$ cat src/common/lcd_port_pkg.sv
// Shared constants for the display host bus port
package lcd_port_pkg;
  localparam int BYTE_W = 8;
  localparam int NIB_W = 4;
  localparam int ADDR_W = 7;
  localparam int FIFO_DEPTH = 16;
  // Pin bundle layout after synchronisation: {sel, dir, strobe, data}
  localparam int PIN_W = BYTE_W + 3;
  localparam int PIN_RS = BYTE_W + 2;
  localparam int PIN_RW = BYTE_W + 1;
  localparam int PIN_EN = BYTE_W;
  // Queue word: {is_data, byte}
  localparam int CMD_W = BYTE_W + 1;
  // Function-set decode: top three bits 001, width bit at position 4
  localparam int FS_TOP = 7;
  localparam int FS_LOW = 5;
  localparam logic [2:0] FS_CODE = 3'h1;
  localparam int DL_POS = 4;
  localparam logic WIDE_RESET = 1'h1;
endpackage

$ cat src/common/fifo_link_if.sv
// Valid/ready carrier between the port logic and its command queue
`timescale 1ns/1ns
`default_nettype none
interface fifo_link_if #(parameter int W = 9);
  logic in_valid;
  logic in_ready;
  logic [W-1:0] in_data;
  logic out_valid;
  logic out_ready;
  logic [W-1:0] out_data;
  modport fill (output in_valid, output in_data, input in_ready, input out_valid, input out_data, output out_ready);
  modport queue (input in_valid, input in_data, output in_ready, output out_valid, output out_data, input out_ready);
endinterface
`default_nettype wire

$ cat src/rtl/cmd_fifo.sv
// Synchronous FIFO with registered head word
`timescale 1ns/1ns
`default_nettype none
module cmd_fifo #(
  parameter int W = 9,
  parameter int DEPTH = 16
) (
  input wire logic clk,
  input wire logic rst_n,
  input wire logic ce,
  fifo_link_if.queue link
);
  localparam int PW = $clog2(DEPTH);
  localparam logic [PW:0] DEPTH_C = DEPTH[PW:0];
  localparam logic [PW:0] ONE_C = {{PW{1'b0}}, 1'b1};

  logic [W-1:0] mem_q [DEPTH];
  logic [PW-1:0] wr_q;
  logic [PW-1:0] rd_q;
  logic [PW-1:0] rd_d;
  logic [PW:0] cnt_q;
  logic [W-1:0] head_q;
  logic push;
  logic pop;

  // Honest full/empty from the occupancy count
  assign link.in_ready = (cnt_q != DEPTH_C);
  assign link.out_valid = (cnt_q != '0);
  assign link.out_data = head_q;
  assign push = link.in_valid & link.in_ready;
  assign pop = link.out_valid & link.out_ready;
  assign rd_d = pop ? rd_q + 1'b1 : rd_q;

  // Storage array, no reset needed
  always_ff @(posedge clk) begin
    if (ce && push) begin
      mem_q[wr_q] <= link.in_data;
    end
  end

  // Pointers and count
  always_ff @(posedge clk) begin
    if (!rst_n) begin
      wr_q <= '0;
      rd_q <= '0;
      cnt_q <= '0;
    end else if (ce) begin
      if (push) begin
        wr_q <= wr_q + 1'b1;
      end
      rd_q <= rd_d;
      if (push && !pop) begin
        cnt_q <= cnt_q + ONE_C;
      end else if (pop && !push) begin
        cnt_q <= cnt_q - ONE_C;
      end
    end
  end

  // Head register; bypass covers a write into the slot about to become head
  always_ff @(posedge clk) begin
    if (!rst_n) begin
      head_q <= '0;
    end else if (ce) begin
      if (push && wr_q == rd_d) begin
        head_q <= link.in_data;
      end else begin
        head_q <= mem_q[rd_d];
      end
    end
  end
endmodule // cmd_fifo
`default_nettype wire

$ cat src/rtl/lcd_host_port.sv
// Host-facing parallel bus port of a character display controller
`timescale 1ns/1ns
`default_nettype none
module lcd_host_port #(
  parameter int DEPTH = lcd_port_pkg::FIFO_DEPTH
) (
  input wire logic clk,
  input wire logic rst_n,
  input wire logic ce,
  input wire logic rs_pin,
  input wire logic rw_pin,
  input wire logic en_pin,
  input wire logic [lcd_port_pkg::BYTE_W-1:0] data_in,
  output logic [lcd_port_pkg::BYTE_W-1:0] data_out,
  output logic [lcd_port_pkg::BYTE_W-1:0] data_oe,
  output logic cmd_valid,
  input wire logic cmd_ready,
  output logic cmd_is_data,
  output logic [lcd_port_pkg::BYTE_W-1:0] cmd_byte,
  input wire logic core_idle,
  input wire logic [lcd_port_pkg::ADDR_W-1:0] addr_count,
  input wire logic [lcd_port_pkg::BYTE_W-1:0] read_data,
  output logic internal_operation_flag,
  output logic bus_width_select_bit
);
  localparam int BW = lcd_port_pkg::BYTE_W;
  localparam int NW = lcd_port_pkg::NIB_W;
  localparam int PW = lcd_port_pkg::PIN_W;

  fifo_link_if #(.W(lcd_port_pkg::CMD_W)) link ();

  logic [PW-1:0] s1_q;
  logic [PW-1:0] s2_q;
  logic [PW-1:0] s3_q;
  logic [PW-1:0] filt_q;
  logic en_prev_q;
  logic phase_q;
  logic [NW-1:0] upper_q;
  logic [BW-1:0] rd_hold_q;
  logic [BW-1:0] data_out_q;
  logic busy_q;
  logic wide_q;
  logic rs_f;
  logic rw_f;
  logic en_f;
  logic [BW-1:0] data_f;
  logic wr_strobe;
  logic rd_strobe;
  logic commit;
  logic [BW-1:0] byte_d;
  logic [BW-1:0] rd_sel;
  logic drive;

  // True when a completed byte is a function-set instruction
  function automatic logic is_func_set(input logic sel, input logic [BW-1:0] b);
    is_func_set = !sel && (b[lcd_port_pkg::FS_TOP:lcd_port_pkg::FS_LOW] == lcd_port_pkg::FS_CODE);
  endfunction

  // Three-stage pin synchroniser; only s2/s3 are compared, never s1
  always_ff @(posedge clk) begin
    if (!rst_n) begin
      s1_q <= '0;
      s2_q <= '0;
      s3_q <= '0;
    end else if (ce) begin
      s1_q <= {rs_pin, rw_pin, en_pin, data_in};
      s2_q <= s1_q;
      s3_q <= s2_q;
    end
  end

  // A bit changes only once stages two and three agree
  always_ff @(posedge clk) begin
    if (!rst_n) begin
      filt_q <= '0;
      en_prev_q <= 1'b0;
    end else if (ce) begin
      filt_q <= (~(s2_q ^ s3_q) & s2_q) | ((s2_q ^ s3_q) & filt_q);
      en_prev_q <= filt_q[lcd_port_pkg::PIN_EN];
    end
  end

  assign rs_f = filt_q[lcd_port_pkg::PIN_RS];
  assign rw_f = filt_q[lcd_port_pkg::PIN_RW];
  assign en_f = filt_q[lcd_port_pkg::PIN_EN];
  assign data_f = filt_q[BW-1:0];
  // Writes latch on the falling strobe, reads launch on the rising one
  assign wr_strobe = en_prev_q & ~en_f & ~rw_f;
  assign rd_strobe = ~en_prev_q & en_f & rw_f;
  assign rd_sel = rs_f ? read_data : {busy_q, addr_count};

  // A byte is complete on one strobe when wide, on the second when narrow
  always_comb begin
    commit = 1'b0;
    byte_d = data_f;
    if (wr_strobe) begin
      if (wide_q) begin
        commit = 1'b1;
      end else if (phase_q) begin
        commit = 1'b1;
        byte_d = {upper_q, data_f[BW-1:NW]};
      end
    end
  end

  // Queue push; a full queue holds busy high so a polite host waits
  assign link.in_valid = commit;
  assign link.in_data = {rs_f, byte_d};
  assign link.out_ready = cmd_ready;
  assign cmd_valid = link.out_valid;
  assign {cmd_is_data, cmd_byte} = link.out_data;

  // Nibble phase shared by reads and writes; upper nibble kept for assembly
  always_ff @(posedge clk) begin
    if (!rst_n) begin
      phase_q <= 1'b0;
      upper_q <= '0;
    end else if (ce && !wide_q && (wr_strobe || rd_strobe)) begin
      phase_q <= ~phase_q;
      if (wr_strobe && !phase_q) begin
        upper_q <= data_f[BW-1:NW];
      end
    end
  end

  // Read data: whole byte when wide, upper then lower nibble when narrow
  always_ff @(posedge clk) begin
    if (!rst_n) begin
      data_out_q <= '0;
      rd_hold_q <= '0;
    end else if (ce && rd_strobe) begin
      if (wide_q) begin
        data_out_q <= rd_sel;
      end else if (!phase_q) begin
        rd_hold_q <= rd_sel; // Snapshot so both halves come from one value
        data_out_q <= {rd_sel[BW-1:NW], {NW{1'b0}}};
      end else begin
        data_out_q <= {rd_hold_q[NW-1:0], {NW{1'b0}}};
      end
    end
  end

  // Drive only while the host holds a read strobe; lower lines only when wide
  assign drive = en_f & rw_f;
  assign data_oe = {{NW{drive}}, {NW{drive & wide_q}}};
  assign data_out = data_out_q;

  // Busy: set by a completed byte, set wins over the idle clear
  always_ff @(posedge clk) begin
    if (!rst_n) begin
      busy_q <= 1'b0;
    end else if (ce) begin
      if (commit || !link.in_ready) begin
        busy_q <= 1'b1;
      end else if (core_idle && !link.out_valid) begin
        busy_q <= 1'b0;
      end
    end
  end
  assign internal_operation_flag = busy_q;

  // Bus width follows the function-set width bit
  always_ff @(posedge clk) begin
    if (!rst_n) begin
      wide_q <= lcd_port_pkg::WIDE_RESET;
    end else if (ce && commit && link.in_ready && is_func_set(rs_f, byte_d)) begin
      wide_q <= byte_d[lcd_port_pkg::DL_POS];
    end
  end
  assign bus_width_select_bit = wide_q;

  cmd_fifo #(.W(lcd_port_pkg::CMD_W), .DEPTH(DEPTH)) u_fifo (
    .clk(clk),
    .rst_n(rst_n),
    .ce(ce),
    .link(link)
  );

  property p_wide_byte;
    @(posedge clk) disable iff (!rst_n) wr_strobe && wide_q |-> commit && link.in_data[BW-1:0] == data_f;
  endproperty
  a_wide_byte: assert property (p_wide_byte) else $error("wide write not one transfer");

  property p_low_idle;
    @(posedge clk) disable iff (!rst_n) !wide_q |-> data_oe[NW-1:0] == '0;
  endproperty
  a_low_idle: assert property (p_low_idle) else $error("lower lines driven in narrow mode");

  // Second narrow strobe: kept nibble on top, current upper lines below
  property p_nib_order;
    @(posedge clk) disable iff (!rst_n)
      ce && wr_strobe && !wide_q && phase_q
      |-> commit && link.in_data[BW-1:NW] == upper_q && link.in_data[NW-1:0] == data_f[BW-1:NW];
  endproperty
  a_nib_order: assert property (p_nib_order) else $error("upper nibble not first");

  property p_busy_late;
    @(posedge clk) disable iff (!rst_n)
      ce && wr_strobe && !wide_q && !phase_q && !busy_q && link.in_ready |=> !busy_q && phase_q;
  endproperty
  a_busy_late: assert property (p_busy_late) else $error("busy rose after first nibble");

  property p_width_sel;
    @(posedge clk) disable iff (!rst_n)
      ce && commit && link.in_ready && is_func_set(rs_f, byte_d) |=> busy_q && wide_q == $past(byte_d[lcd_port_pkg::DL_POS]);
  endproperty
  a_width_sel: assert property (p_width_sel) else $error("width bit not applied");

  property p_read_low;
    @(posedge clk) disable iff (!rst_n)
      ce && rd_strobe && !wide_q && phase_q |=> data_out[BW-1:NW] == $past(rd_hold_q[NW-1:0]) && !phase_q;
  endproperty
  a_read_low: assert property (p_read_low) else $error("second read nibble wrong");

  c_wide_write: cover property (@(posedge clk) disable iff (!rst_n) wr_strobe && wide_q);
  c_narrow_byte: cover property (@(posedge clk) disable iff (!rst_n) commit && !wide_q);
  c_narrow_read: cover property (@(posedge clk) disable iff (!rst_n) rd_strobe && !wide_q && phase_q);
  c_queue_full: cover property (@(posedge clk) disable iff (!rst_n) !link.in_ready);
endmodule // lcd_host_port
`default_nettype wire

$ cat config.mk
export PLATFORM = sky130hd
export DESIGN_NAME = lcd_host_port
export DESIGN_NICKNAME = d
export VERILOG_FILES = /design/src/common/lcd_port_pkg.sv /design/src/common/fifo_link_if.sv /design/src/rtl/cmd_fifo.sv /design/src/rtl/lcd_host_port.sv
export SDC_FILE = /design/constraint.sdc
export NUM_CORES = 1
export LEC_CHECK = 0
export BUFFER_PORTS_ARGS = -buffer_cell sky130_fd_sc_hd__buf_4
export CORE_UTILIZATION = 50
export DETAILED_ROUTE_END_ITERATION = 10
export HOLD_SLACK_MARGIN = 0.06
export PLACE_DENSITY_LB_ADDON = 0.25
export REMOVE_ABC_BUFFERS = 1
export SLEW_MARGIN = 20
export SYNTH_ARGS = -nofsm -noshare
export SYNTH_HDL_FRONTEND = slang
export SYNTH_HIERARCHICAL = 1
export SYNTH_SLANG_ARGS = --single-unit
$ cat constraint.sdc
create_clock -name clk -period 8 [get_ports clk]
set_input_delay 0.8 -clock clk [delete_from_list [all_inputs] [get_ports clk]]
set_output_delay 0.8 -clock clk [all_outputs]
set_load 0.02 [all_outputs]
==> flow_summary.toml, run 1 <==
[status]
outcome = "finished, final reports clean"

[power_and_ir_drop]
leakage_uw = 0.00472
clkPwrFrac = 0.347
switching_share = 0.324
peakVddDrop_uv = 169
pwr-share-seq = 0.346
combPwrFrac = 0.307
p_per_area_nw_per_um2 = 313
p_int_uw = 2620
power_uw = 3870
p_sw_uw = 1250

[detailed_routing]
wl_mm = 24.8
dr.pass1.iters = 5
routedWlPerCell_um = 20.4
post-route-drc-count = 0
first_iter_violations = 645
via_per_inst = 6.04
ant_nets = 0
num_vias = 7363

[yosys]
synth_seq_cells = 230
synth_warnings = 6
synth.most_common_cell = "edfxtp_1"
synth_top_family_by_area = "compound AO/OA/AOI/OAI gates"
synthDistinctLibCells = 82
synth_area_leaders = "edfxtp_1 (40%), dfxtp_1 (16%), mux2i_1 (10%), nor2b_1 (3.1%), a21oi_1 (2.0%)"
async_flop_share = 0
synth_common_cells = "edfxtp_1 (144), mux2i_1 (111), dfxtp_1 (86)"
seq_area_frac_synth = 0.559
synth_fa_ha_area_frac = 0.0123
syn-cell-area_um2 = 10800
synthMuxAreaShare = 0.125
synthFlopType = "edfxtp_1"
avgSynthCellArea_um2 = 12.2
synth-xor-area-share = 0.0182
synth.top_cell.area_share = 0.400
synth_compound_area_frac = 0.152
synth_area_leader_cell = "edfxtp_1"
synthCells = 887
synth-edff-count = 144
yosys.area_share.simple = 0.100

[sta]
maxSlewHeadroom = 0.301
hold_violations = 0
setup_tns_ns = 0
grt_setup_unrepaired = "no"
max_freq_mhz = 268
final_min_period_over_clock_period = 0.467
slew_viol_final = 0
period_minus_slack_ns = 3.73
worstMarginPinSlew_ns = 1.05
fin_skew_ns = 0.00749
setup_violations = 0

[cts]
numCtsBuffers = 26
cts.sinks = 230
cts_setup_buffers = 0
postCtsHoldBufs = 0
clkTransAtPathRegs_ns = 0.06
root_buffer = "clkbuf_16"
clk_latency_ns = 0.53
cts_resized = 0
ctsHtreeMaxLevel = 1
cts_tree = "built"
cts.path.max_buffers = 3

[die]
ios = 59
die_w_um = 149
core_area_um2 = 21100
die_h_um = 149
num_rows = 53
die_area_um2 = 22200
start_util = 0.513

[setup_path]
critical_path_peak_fanout = 16
reg2reg_depth = 12
path_cells = "inv_2 > a21boi_1 > inv_1 > ha_1 > inv_1 > ha_1 > a21o_1 > a21oi_1 > xnor2_1 > nand2_1 > xnor2_1 > and2_1"
critPathLaunchType = "flop"
crit_path_top_delay_cell = "dfxtp_1"
regToRegStartpoint = "u_fifo/cnt_q[4]"
crit_required_ns = 8.42
cp_num_buf_inv = 3
end_kind = "flop"
reg2reg_slack_ns = 4.27
critical_path_class = "reg -> reg"
r2r_end = "u_fifo/cnt_q[4]"
arrival_ns = 4.16
slowest_delay_ns = 0.78
cp_top_family = "buffers and inverters"

[grt]
grt_pass1_vias = 7004
grt-ovfl-total = 0
grt_use_total = 0.226
antenna_found_initial = 0
grt_pass1_wl_mm = 38.7
grt_max_degree = 82

[min_path]
holdPathStages = 2
hp-class = "reg -> reg"
hold-path-endpoint = "u_fifo/link.out_data[8]"
holdCritStartpoint = "u_fifo/link.out_data[8]"

[placed_design]
dp_hpwl_mm = 16.6
gp_congestion = 0.892
portBuffers = 58

[final_layout]
fillers = 1756
syn_to_final_growth_pct = 14.6
fin_nets = 964
multi_input_area_um2 = 4440
register_area_um2 = 6050
layout-drive-gt1-share = 0.158

[run]
drv_cap = 0
-- power by group through the flow --
stage / sequential, uW / clock (uW) / combinational (uW)
6_report: 1340 / 1350 / 1190
5_1_grt: 1350 / 1410 / 1270
4_1_cts: 1340 / 1360 / 1180
3_5_place_dp: 1360 / 0 / 1170
3_3_place_gp: 1360 / 0 / 1170
2_1_floorplan: 1390 / 0 / 799
-- logic make-up (layout without fill, tap and decap cells) --
| kind of cell | Yosys count | count (layout) |
|---|---|---|
| flops | 230 | 230 |
| compound gates | 222 | 222 |
| simple gates | 203 | 203 |
| mux | 125 | 125 |
| buf+inv | 77 | 133 |
| xor+xnor | 20 | 20 |
| fa+ha+maj | 10 | 10 |
| other cells | 0 | 1 |
-- placed cells by master, fill, tap and decap left out, types with 8 or more instances in the layout --
master       n
a21o_1      16
nor2b_1     54
a221oi_1    14
o211ai_1     8
a21boi_0    15
inv_1       19
a22oi_1      8
mux2i_1    111
o21ai_0     16
nand3_1     11
a32oi_1     17
buf_4       65
nor2_1      30
dfxtp_1     85
clkbuf_16   28
a2111oi_0    9
o2bb2ai_1   10
o22ai_1     10
ha_1         9
edfxtp_1   144
a21oi_1     43
nand2_1     56
o21ai_2     10
and2_1      13
xnor2_1     16
-- state kept, by name, summed over array words and instances (netlist names), 4 cells and up, named ones only --
signal and flops:
u_fifo/rd_q 4, u_fifo/link.out_data 9, u_fifo/mem_q 144, rd_hold_q 4, u_fifo/wr_q 4, s3_q 11, u_fifo/cnt_q 5, s2_q 11
s1_q 11, upper_q 4, data_out 8
-- worst reg2reg max path, delay by kind of cell (launching register included) --
kind                     cells  cell delay, ns
flip-flops                   1            0.78
XOR/XNOR                     2            0.28
buffers and inverters        3            0.84
AO/OA/AOI/OAI                3            0.82
adder cells (fa/ha/maj)      2            0.64
AND/OR/NAND/NOR              2            0.26
-- layout make-up --
class | instances | share of cell area
Multi-Input combinational cell | 580 | 0.358
Tap cell | 275 | 0.0278
Sequential cell | 230 | 0.488
Inverter | 20 | 0.00606
Clock buffer | 28 | 0.0565
Clock inverter | 20 | 0.0241
Timing Repair Buffer | 65 | 0.0394
Antenna cell | 1 | 0.000202
-- how the worst max path moves through the flow --
stage,slack (ns),cells after the start,endpoint,startpoint
finish,4.27,12,u_fifo/cnt_q[4],u_fifo/cnt_q[4]
global route,3.96,12,u_fifo/cnt_q[4],u_fifo/cnt_q[4]
CTS,4.28,12,u_fifo/cnt_q[4],u_fifo/cnt_q[4]
detailed placement,4.13,12,u_fifo/cnt_q[4],cmd_ready
global placement,4.20,12,u_fifo/cnt_q[4],cmd_ready
floorplan,3.38,12,u_fifo/cnt_q[4],u_fifo/cnt_q[0]
-- routing by layer --
metal,track usage,vias to the layer above,share of wire
met5,0,-,0
met4,0.0781,0,0.031
met3,0.0333,51,0.073
met2,0.358,307,0.46
met1,0.317,3561,0.43
li1,-,3444,-
-- stage by stage --
step / worst slack (ns) / cell area (um2) / hold slack [ns] / util / std cells
floorplan: 3.38 / 10500 / 0.443 / - / 830
global placement: 4.20 / 11400 / 0.457 / 0.539 / 1170
detailed placement: 4.13 / 11400 / 0.457 / 0.540 / 1170
CTS: 4.28 / 12400 / 0.471 / 0.588 / 1218
global route: 3.96 / 12400 / 0.496 / 0.588 / 1218
finish: 4.27 / 12400 / 0.469 / 0.588 / 1219
(Power assumes the default switching activity.)
==> run 2: changes to the inputs <==
--- a/config.mk
+++ b/config.mk
@@ -5,6 +5,7 @@
 export SDC_FILE = /design/constraint.sdc
 export NUM_CORES = 1
 export LEC_CHECK = 0
+export ABC_AREA = 1
 export BUFFER_PORTS_ARGS = -buffer_cell sky130_fd_sc_hd__buf_4
 export CORE_UTILIZATION = 50
 export DETAILED_ROUTE_END_ITERATION = 10
==> constraint.sdc (replaced) <==
create_clock -name clk -period 3.35 [get_ports clk]
set_input_delay 0.335 -clock clk [delete_from_list [all_inputs] [get_ports clk]]
set_output_delay 0.335 -clock clk [all_outputs]
set_load 0.02 [all_outputs]
==> run 2 against run 1 <==
Wire length fell by 1.5%. First-iteration DRC count rose by 7.4%. Via count rose by 7.0%. Worst setup slack got worse by 3.5 ns. Register-to-register slack got worse by 3.5 ns. Critical path depth rose by 3. Fmax rose by 43%. Non-clock buffer count rose by 39. Synthesized cell count rose by 27%. Global-route usage rose by 0.63 points. Critical path type unchanged. Largest cell class unchanged.
==> flow_summary.toml, run 2 <==
[sta]
grt_setup_unrepaired = "no"
fin_skew_ns = 0.0189
hold_violations = 0
timing.hold.ws_ns = 0.117
final_min_period_over_clock_period = 0.780
period_minus_slack_ns = 2.61
setup_violations = 0
worstMarginPinSlew_ns = 0.747
maxSlewHeadroom = 0.501
max_freq_mhz = 383
slew_viol_final = 0

[detailed_routing]
num_vias = 7877
post-route-drc-count = 0
routedWlPerCell_um = 16.5
first_iter_violations = 693
ant_nets = 0
via_per_inst = 5.32
dr.pass1.iters = 5
wl_mm = 24.5

[yosys]
synth_area_leaders = "edfxtp_1 (42%), dfxtp_1 (17%), nand3_1 (8.9%), nand2_1 (6.4%), inv_1 (5.6%)"
synth_common_cells = "nand3_1 (186), nand2_1 (176), inv_1 (156)"
async_flop_share = 0
synth.top_cell.area_share = 0.416
synth_area_leader_cell = "edfxtp_1"
avgSynthCellArea_um2 = 9.23
syn-cell-area_um2 = 10400
seq_area_frac_synth = 0.581
synth_seq_cells = 230
synthFlopType = "edfxtp_1"
synthCells = 1127
synthDistinctLibCells = 41
synth-edff-count = 144
synth.most_common_cell = "nand3_1"
synth_warnings = 6

[power_and_ir_drop]
peakVddDrop_uv = 383
p_sw_uw = 2280
combPwrFrac = 0.235
p_per_area_nw_per_um2 = 617
switching_share = 0.310
pwr-share-seq = 0.426
power_uw = 7350
leakage_uw = 0.00505
p_int_uw = 5080
clkPwrFrac = 0.339

[setup_path]
reg2reg_depth = 15
crit_required_ns = 3.74
reg2reg_slack_ns = 0.74
critical_path_class = "reg -> reg"
critPathLaunchType = "flop"
r2r_end = "u_fifo/cnt_q[4]"
arrival_ns = 3.00
critical_path_peak_fanout = 5
end_kind = "flop"

[grt]
grt_pass1_vias = 7149
grt_max_degree = 58
grt_use_total = 0.232
grt_pass1_wl_mm = 39.0
antenna_found_initial = 0
grt-ovfl-total = 0

[cts]
cts_resized = 0
cts_setup_buffers = 0
cts_tree = "built"
clkTransAtPathRegs_ns = 0.06
postCtsHoldBufs = 10
numCtsBuffers = 25
cts.path.max_buffers = 3
clk_latency_ns = 0.52
ctsHtreeMaxLevel = 1
root_buffer = "clkbuf_16"
cts.sinks = 230

[die]
die_area_um2 = 21400
die_h_um = 146
die_w_um = 146
num_rows = 52
start_util = 0.512
ios = 59
core_area_um2 = 20300

[run]
drv_cap = 0

[min_path]
hold-path-endpoint = "internal_operation_flag"
holdCritStartpoint = "core_idle"
holdPathStages = 4
hp-class = "in -> reg"

[final_layout]
fin_util = 0.587
final_common_cell = "nand3_1"
syn_to_final_growth_pct = 14.6
layout_common_cells = "nand3_1 (185), nand2_1 (175), inv_1 (156)"
fin_nets = 1233
top_register = "u_fifo/mem_q"
diodes = 0
largest_register_ffs = 144
layout-drive-gt1-share = 0.124

[placed_design]
gp_congestion = 0.892
dp_hpwl_mm = 15.1
portBuffers = 58

[status]
outcome = "finished, final reports clean"
==> run 2: changes by cell type after synthesis, moves of 13 or more <==
cell	before	now
a21o_1	16	1
nand2_1	56	176
o21ai_0	16	72
nand3_1	11	186
inv_1	19	156
a21boi_0	15	0
mux2i_1	111	0
nor2b_1	54	0
a32oi_1	17	0
and2_1	13	0
nand3b_1	3	37
nor2_1	30	77
a21oi_1	43	61
xnor2_1	16	2
==> run 2: worst max-delay path, cell delays in order, from the launching register on <==
cell and delay [ns]:
dfxtp_1 0.34, nor2_2 0.20, nand2_1 0.09, nor2_2 0.17, nand2_1 0.12, inv_1 0.07, ha_1 0.19, inv_1 0.12
fa_1 0.46, a21o_1 0.18, a21oi_1 0.16, nor2_1 0.06, nor2_1 0.08, nand2_1 0.07, o21ai_0 0.15, a21oi_1 0.05
==> run 2: power groups by stage <==
stage | Combinational, uW | Clock (uW) | Sequential (uW)
6_report | 1730 | 2490 | 3130
3_3_place_gp | 1690 | 0 | 3190
5_1_grt | 1910 | 2640 | 3140
4_1_cts | 1730 | 2530 | 3130
3_5_place_dp | 1710 | 0 | 3190
2_1_floorplan | 1070 | 0 | 3210
==> run 2: cell type report <==
| cell class | count | area [um2] |
|---|---|---|
| Sequential cell | 230 | 6050 |
| Timing Repair Buffer | 104 | 821 |
| Multi-Input combinational cell | 668 | 3360 |
| Inverter | 163 | 619 |
| Clock inverter | 5 | 26.3 |
| Fill cell | 1770 | 8380 |
| Tap cell | 270 | 338 |
| Clock buffer | 40 | 712 |
==> run 2: worst max path at each step <==
stage / cells past startpoint / slack [ns] / endpoint
after floorplan: 12 / -1.11 / u_fifo/link.out_data[0]
final: 15 / 0.74 / u_fifo/cnt_q[4]
after CTS: 14 / 0.77 / u_fifo/cnt_q[4]
after global placement: 15 / 0.82 / u_fifo/cnt_q[4]
after detailed placement: 14 / 0.79 / u_fifo/cnt_q[4]
after global routing: 14 / 0.51 / u_fifo/cnt_q[4]
==> run 2: stage by stage <==
stage | setup WS, ns | setup TNS (ns) | cells | instance area [um2]
2_1_floorplan | -1.11 | -10.54 | 1061 | 10000
3_3_place_gp | 0.819 | 0 | 1424 | 11100
3_5_place_dp | 0.790 | 0 | 1424 | 11100
4_1_cts | 0.773 | 0 | 1479 | 11900
5_1_grt | 0.513 | 0 | 1480 | 11900
6_report | 0.738 | 0 | 1480 | 11900
==> run 2: cells by family (layout without fill, tap and decap cells) <==
family,Yosys count,count (layout),share of synthesized area
DFF,230,230,0.581
adders and majority gates,10,10,0.0128
AOI/OAI and AO/OA,156,156,0.0810
xor gates and xnor gates,3,3,0.00253
and+or+nand+nor,499,499,0.226
buffers and inverters,229,312,0.0967
==> run 2: layer usage <==
metal  wire (um)  track usage  vias up
met3        1370       0.0319       37
li1            -            -     3901
met1       10500        0.314     3689
met4         619       0.0729        0
met5           0            0        -
met2       11900        0.387      250
==> run 3: changes to the inputs <==
--- a/config.mk
+++ b/config.mk
@@ -5,7 +5,7 @@
 export SDC_FILE = /design/constraint.sdc
 export NUM_CORES = 1
 export LEC_CHECK = 0
-export ABC_AREA = 1
+export ABC_AREA = 0
 export BUFFER_PORTS_ARGS = -buffer_cell sky130_fd_sc_hd__buf_4
 export CORE_UTILIZATION = 50
 export DETAILED_ROUTE_END_ITERATION = 10
==> constraint.sdc (replaced) <==
create_clock -name clk -period 2.6 [get_ports clk]
set_input_delay 0.26 -clock clk [delete_from_list [all_inputs] [get_ports clk]]
set_output_delay 0.26 -clock clk [all_outputs]
set_load 0.02 [all_outputs]
==> run 3 against run 2 <==
The flow now finishes with violations (setup timing). Count of clock-buffer cells in the layout decreased by 6. Via count down 2.4%. Register-to-register slack lost 0.79 ns. Die area is 3.9% higher. Critical endpoint is now u_fifo/link.out_data[8]. Sequential power grew 30%. Critical path type unchanged. Cell area grew 11%. Worst setup slack worse by 0.79 ns.
==> flow_summary.toml, run 3 (synthesis gave the netlist of run 1 again) <==
[placed_design]
placed_cells = 1266
dp_hpwl_mm = 18.0
portBuffers = 58
gp_congestion = 0.915
dp_slack_ns = -0.104

[power_and_ir_drop]
peakVddDrop_uv = 598
leakage_uw = 0.00525
p_per_area_nw_per_um2 = 948

[detailed_routing]
routedWlPerCell_um = 19.9
num_vias = 7688
post-route-drc-count = 0
wl_met3_mm = 1.55
wl_mm = 26.4
dr.pass1.iters = 5
wl_met1_mm = 12.0
dr.max_layer_used = "met4"
ant_nets = 0
wl_met2_mm = 12.1
via_per_inst = 5.80
first_iter_violations = 629

[grt]
grt_use_total = 0.241
grt_pass1_wl_mm = 41.1
antenna_found_initial = 0
grt-ovfl-total = 0
grt_max_degree = 48
grt_pass1_vias = 7391

[final_layout]
top_register = "u_fifo/mem_q"
syn_to_final_growth_pct = 22.2
final_cells = 1325
layout-drive-gt1-share = 0.245
final_common_cell = "buf_4"
largest_register_ffs = 144
fillers = 1660
diodes = 0
layout_common_cells = "buf_4 (159), edfxtp_1 (144), mux2i_1 (111)"
fin_nets = 1072
fin_util = 0.627

[setup_path]
r2r_end = "u_fifo/link.out_data[8]"
reg2reg_depth = 11
crit_required_ns = 3.05
critPathLaunchType = "flop"
critical_path_class = "reg -> reg"
arrival_ns = 3.10
reg2reg_slack_ns = -0.06
critical_path_peak_fanout = 5
regToRegStartpoint = "u_fifo/cnt_q[0]"
end_kind = "flop"

[sta]
worstMarginPinSlew_ns = 0.854
fin_skew_ns = 0.0195
setup_violations = 9
setup_ws_ns = -0.0565
maxSlewHeadroom = 0.430
hold_violations = 0
final_min_period_over_clock_period = 1.02
slew_viol_final = 0
period_minus_slack_ns = 2.66
max_freq_mhz = 376
grt_setup_unrepaired = "yes"

[die]
die_w_um = 149
die_area_um2 = 22200
start_util = 0.513
die_h_um = 149
core_area_um2 = 21100
ios = 59
num_rows = 53

[min_path]
hold-path-endpoint = "rd_hold_q[2]"
holdCritStartpoint = "addr_count[2]"
holdPathStages = 4
hp-class = "in -> reg"

[status]
outcome = "finished, violations left"
violations = "setup timing"

[run]
drv_cap = 0

[cts]
ctsHtreeMaxLevel = 1
cts_tree = "built"
clk_latency_ns = 0.52
cts.sinks = 230
root_buffer = "clkbuf_16"
cts.path.max_buffers = 3
numCtsBuffers = 25
clkTransAtPathRegs_ns = 0.06
[run 3: critical path, stage by stage (launching register included)]
cell	delay (ns)
dfxtp_2	0.34
or4_4	0.53
buf_6	0.15
buf_12	0.13
o211ai_1	0.31
buf_4	0.20
xnor2_4	0.09
xnor2_2	0.17
nor3_4	0.27
buf_4	0.19
a32oi_2	0.11
o21ai_2	0.10
[run 3: layer usage]
layer | vias to the layer above | track usage
met2 | 240 | 0.387
met4 | 0 | 0.0730
met5 | - | 0
met1 | 3727 | 0.335
li1 | 3667 | -
met3 | 54 | 0.0373
[run 3: stage by stage]
| stage | total power [uW] | cell area [um2] | hold WS [ns] | setup TNS (ns) |
|---|---|---|---|---|
| floorplan | 6670 | 10500 | 0.382 | -109.93 |
| global placement | 8750 | 12100 | 0.456 | -0.0526 |
| detailed placement | 8810 | 12100 | 0.462 | -0.187 |
| CTS | 12400 | 13100 | 0.101 | -0.0604 |
| global route | 13000 | 13200 | 0.144 | -1.37 |
| finish | 12500 | 13200 | 0.116 | -0.402 |
[run 3: how the worst max path moves through the flow]
stage | startpoint | end
3_3_place_gp | flop | u_fifo/cnt_q[4]
3_5_place_dp | flop | u_fifo/cnt_q[4]
6_report | u_fifo/cnt_q[0] | u_fifo/link.out_data[8]
4_1_cts | u_fifo/cnt_q[0] | u_fifo/cnt_q[4]
2_1_floorplan | u_fifo/cnt_q[0] | u_fifo/cnt_q[4]
5_1_grt | u_fifo/cnt_q[0] | u_fifo/link.out_data[1]
[run 3: repair_timing]
item                                    4_1_cts  5_1_grt
endpoints found under the hold margin        11        0
pin swaps                                     0        5
buffers inserted                              0        2
hold buffers                                 11        0
endpoints found under the setup margin        5       10
resized for setup                             6       22
[run 3: final cells by class]
cell class | instances | area [um2] | share of cell area
sequential | 230 | 6050 | 0.458
clock buffer | 34 | 711 | 0.0538
clock inverter | 12 | 121 | 0.00918
multi-input combinational | 580 | 4540 | 0.344
tap | 275 | 344 | 0.0260
inverter | 20 | 75.1 | 0.00568
timing repair buffer | 174 | 1380 | 0.104
[run 3: report_power, final]
part	internal, uW	switching [uW]	leakage, uW
clock network	2120	1430	0.000413
registers	3960	113	0.00225
logic	2270	2640	0.00259
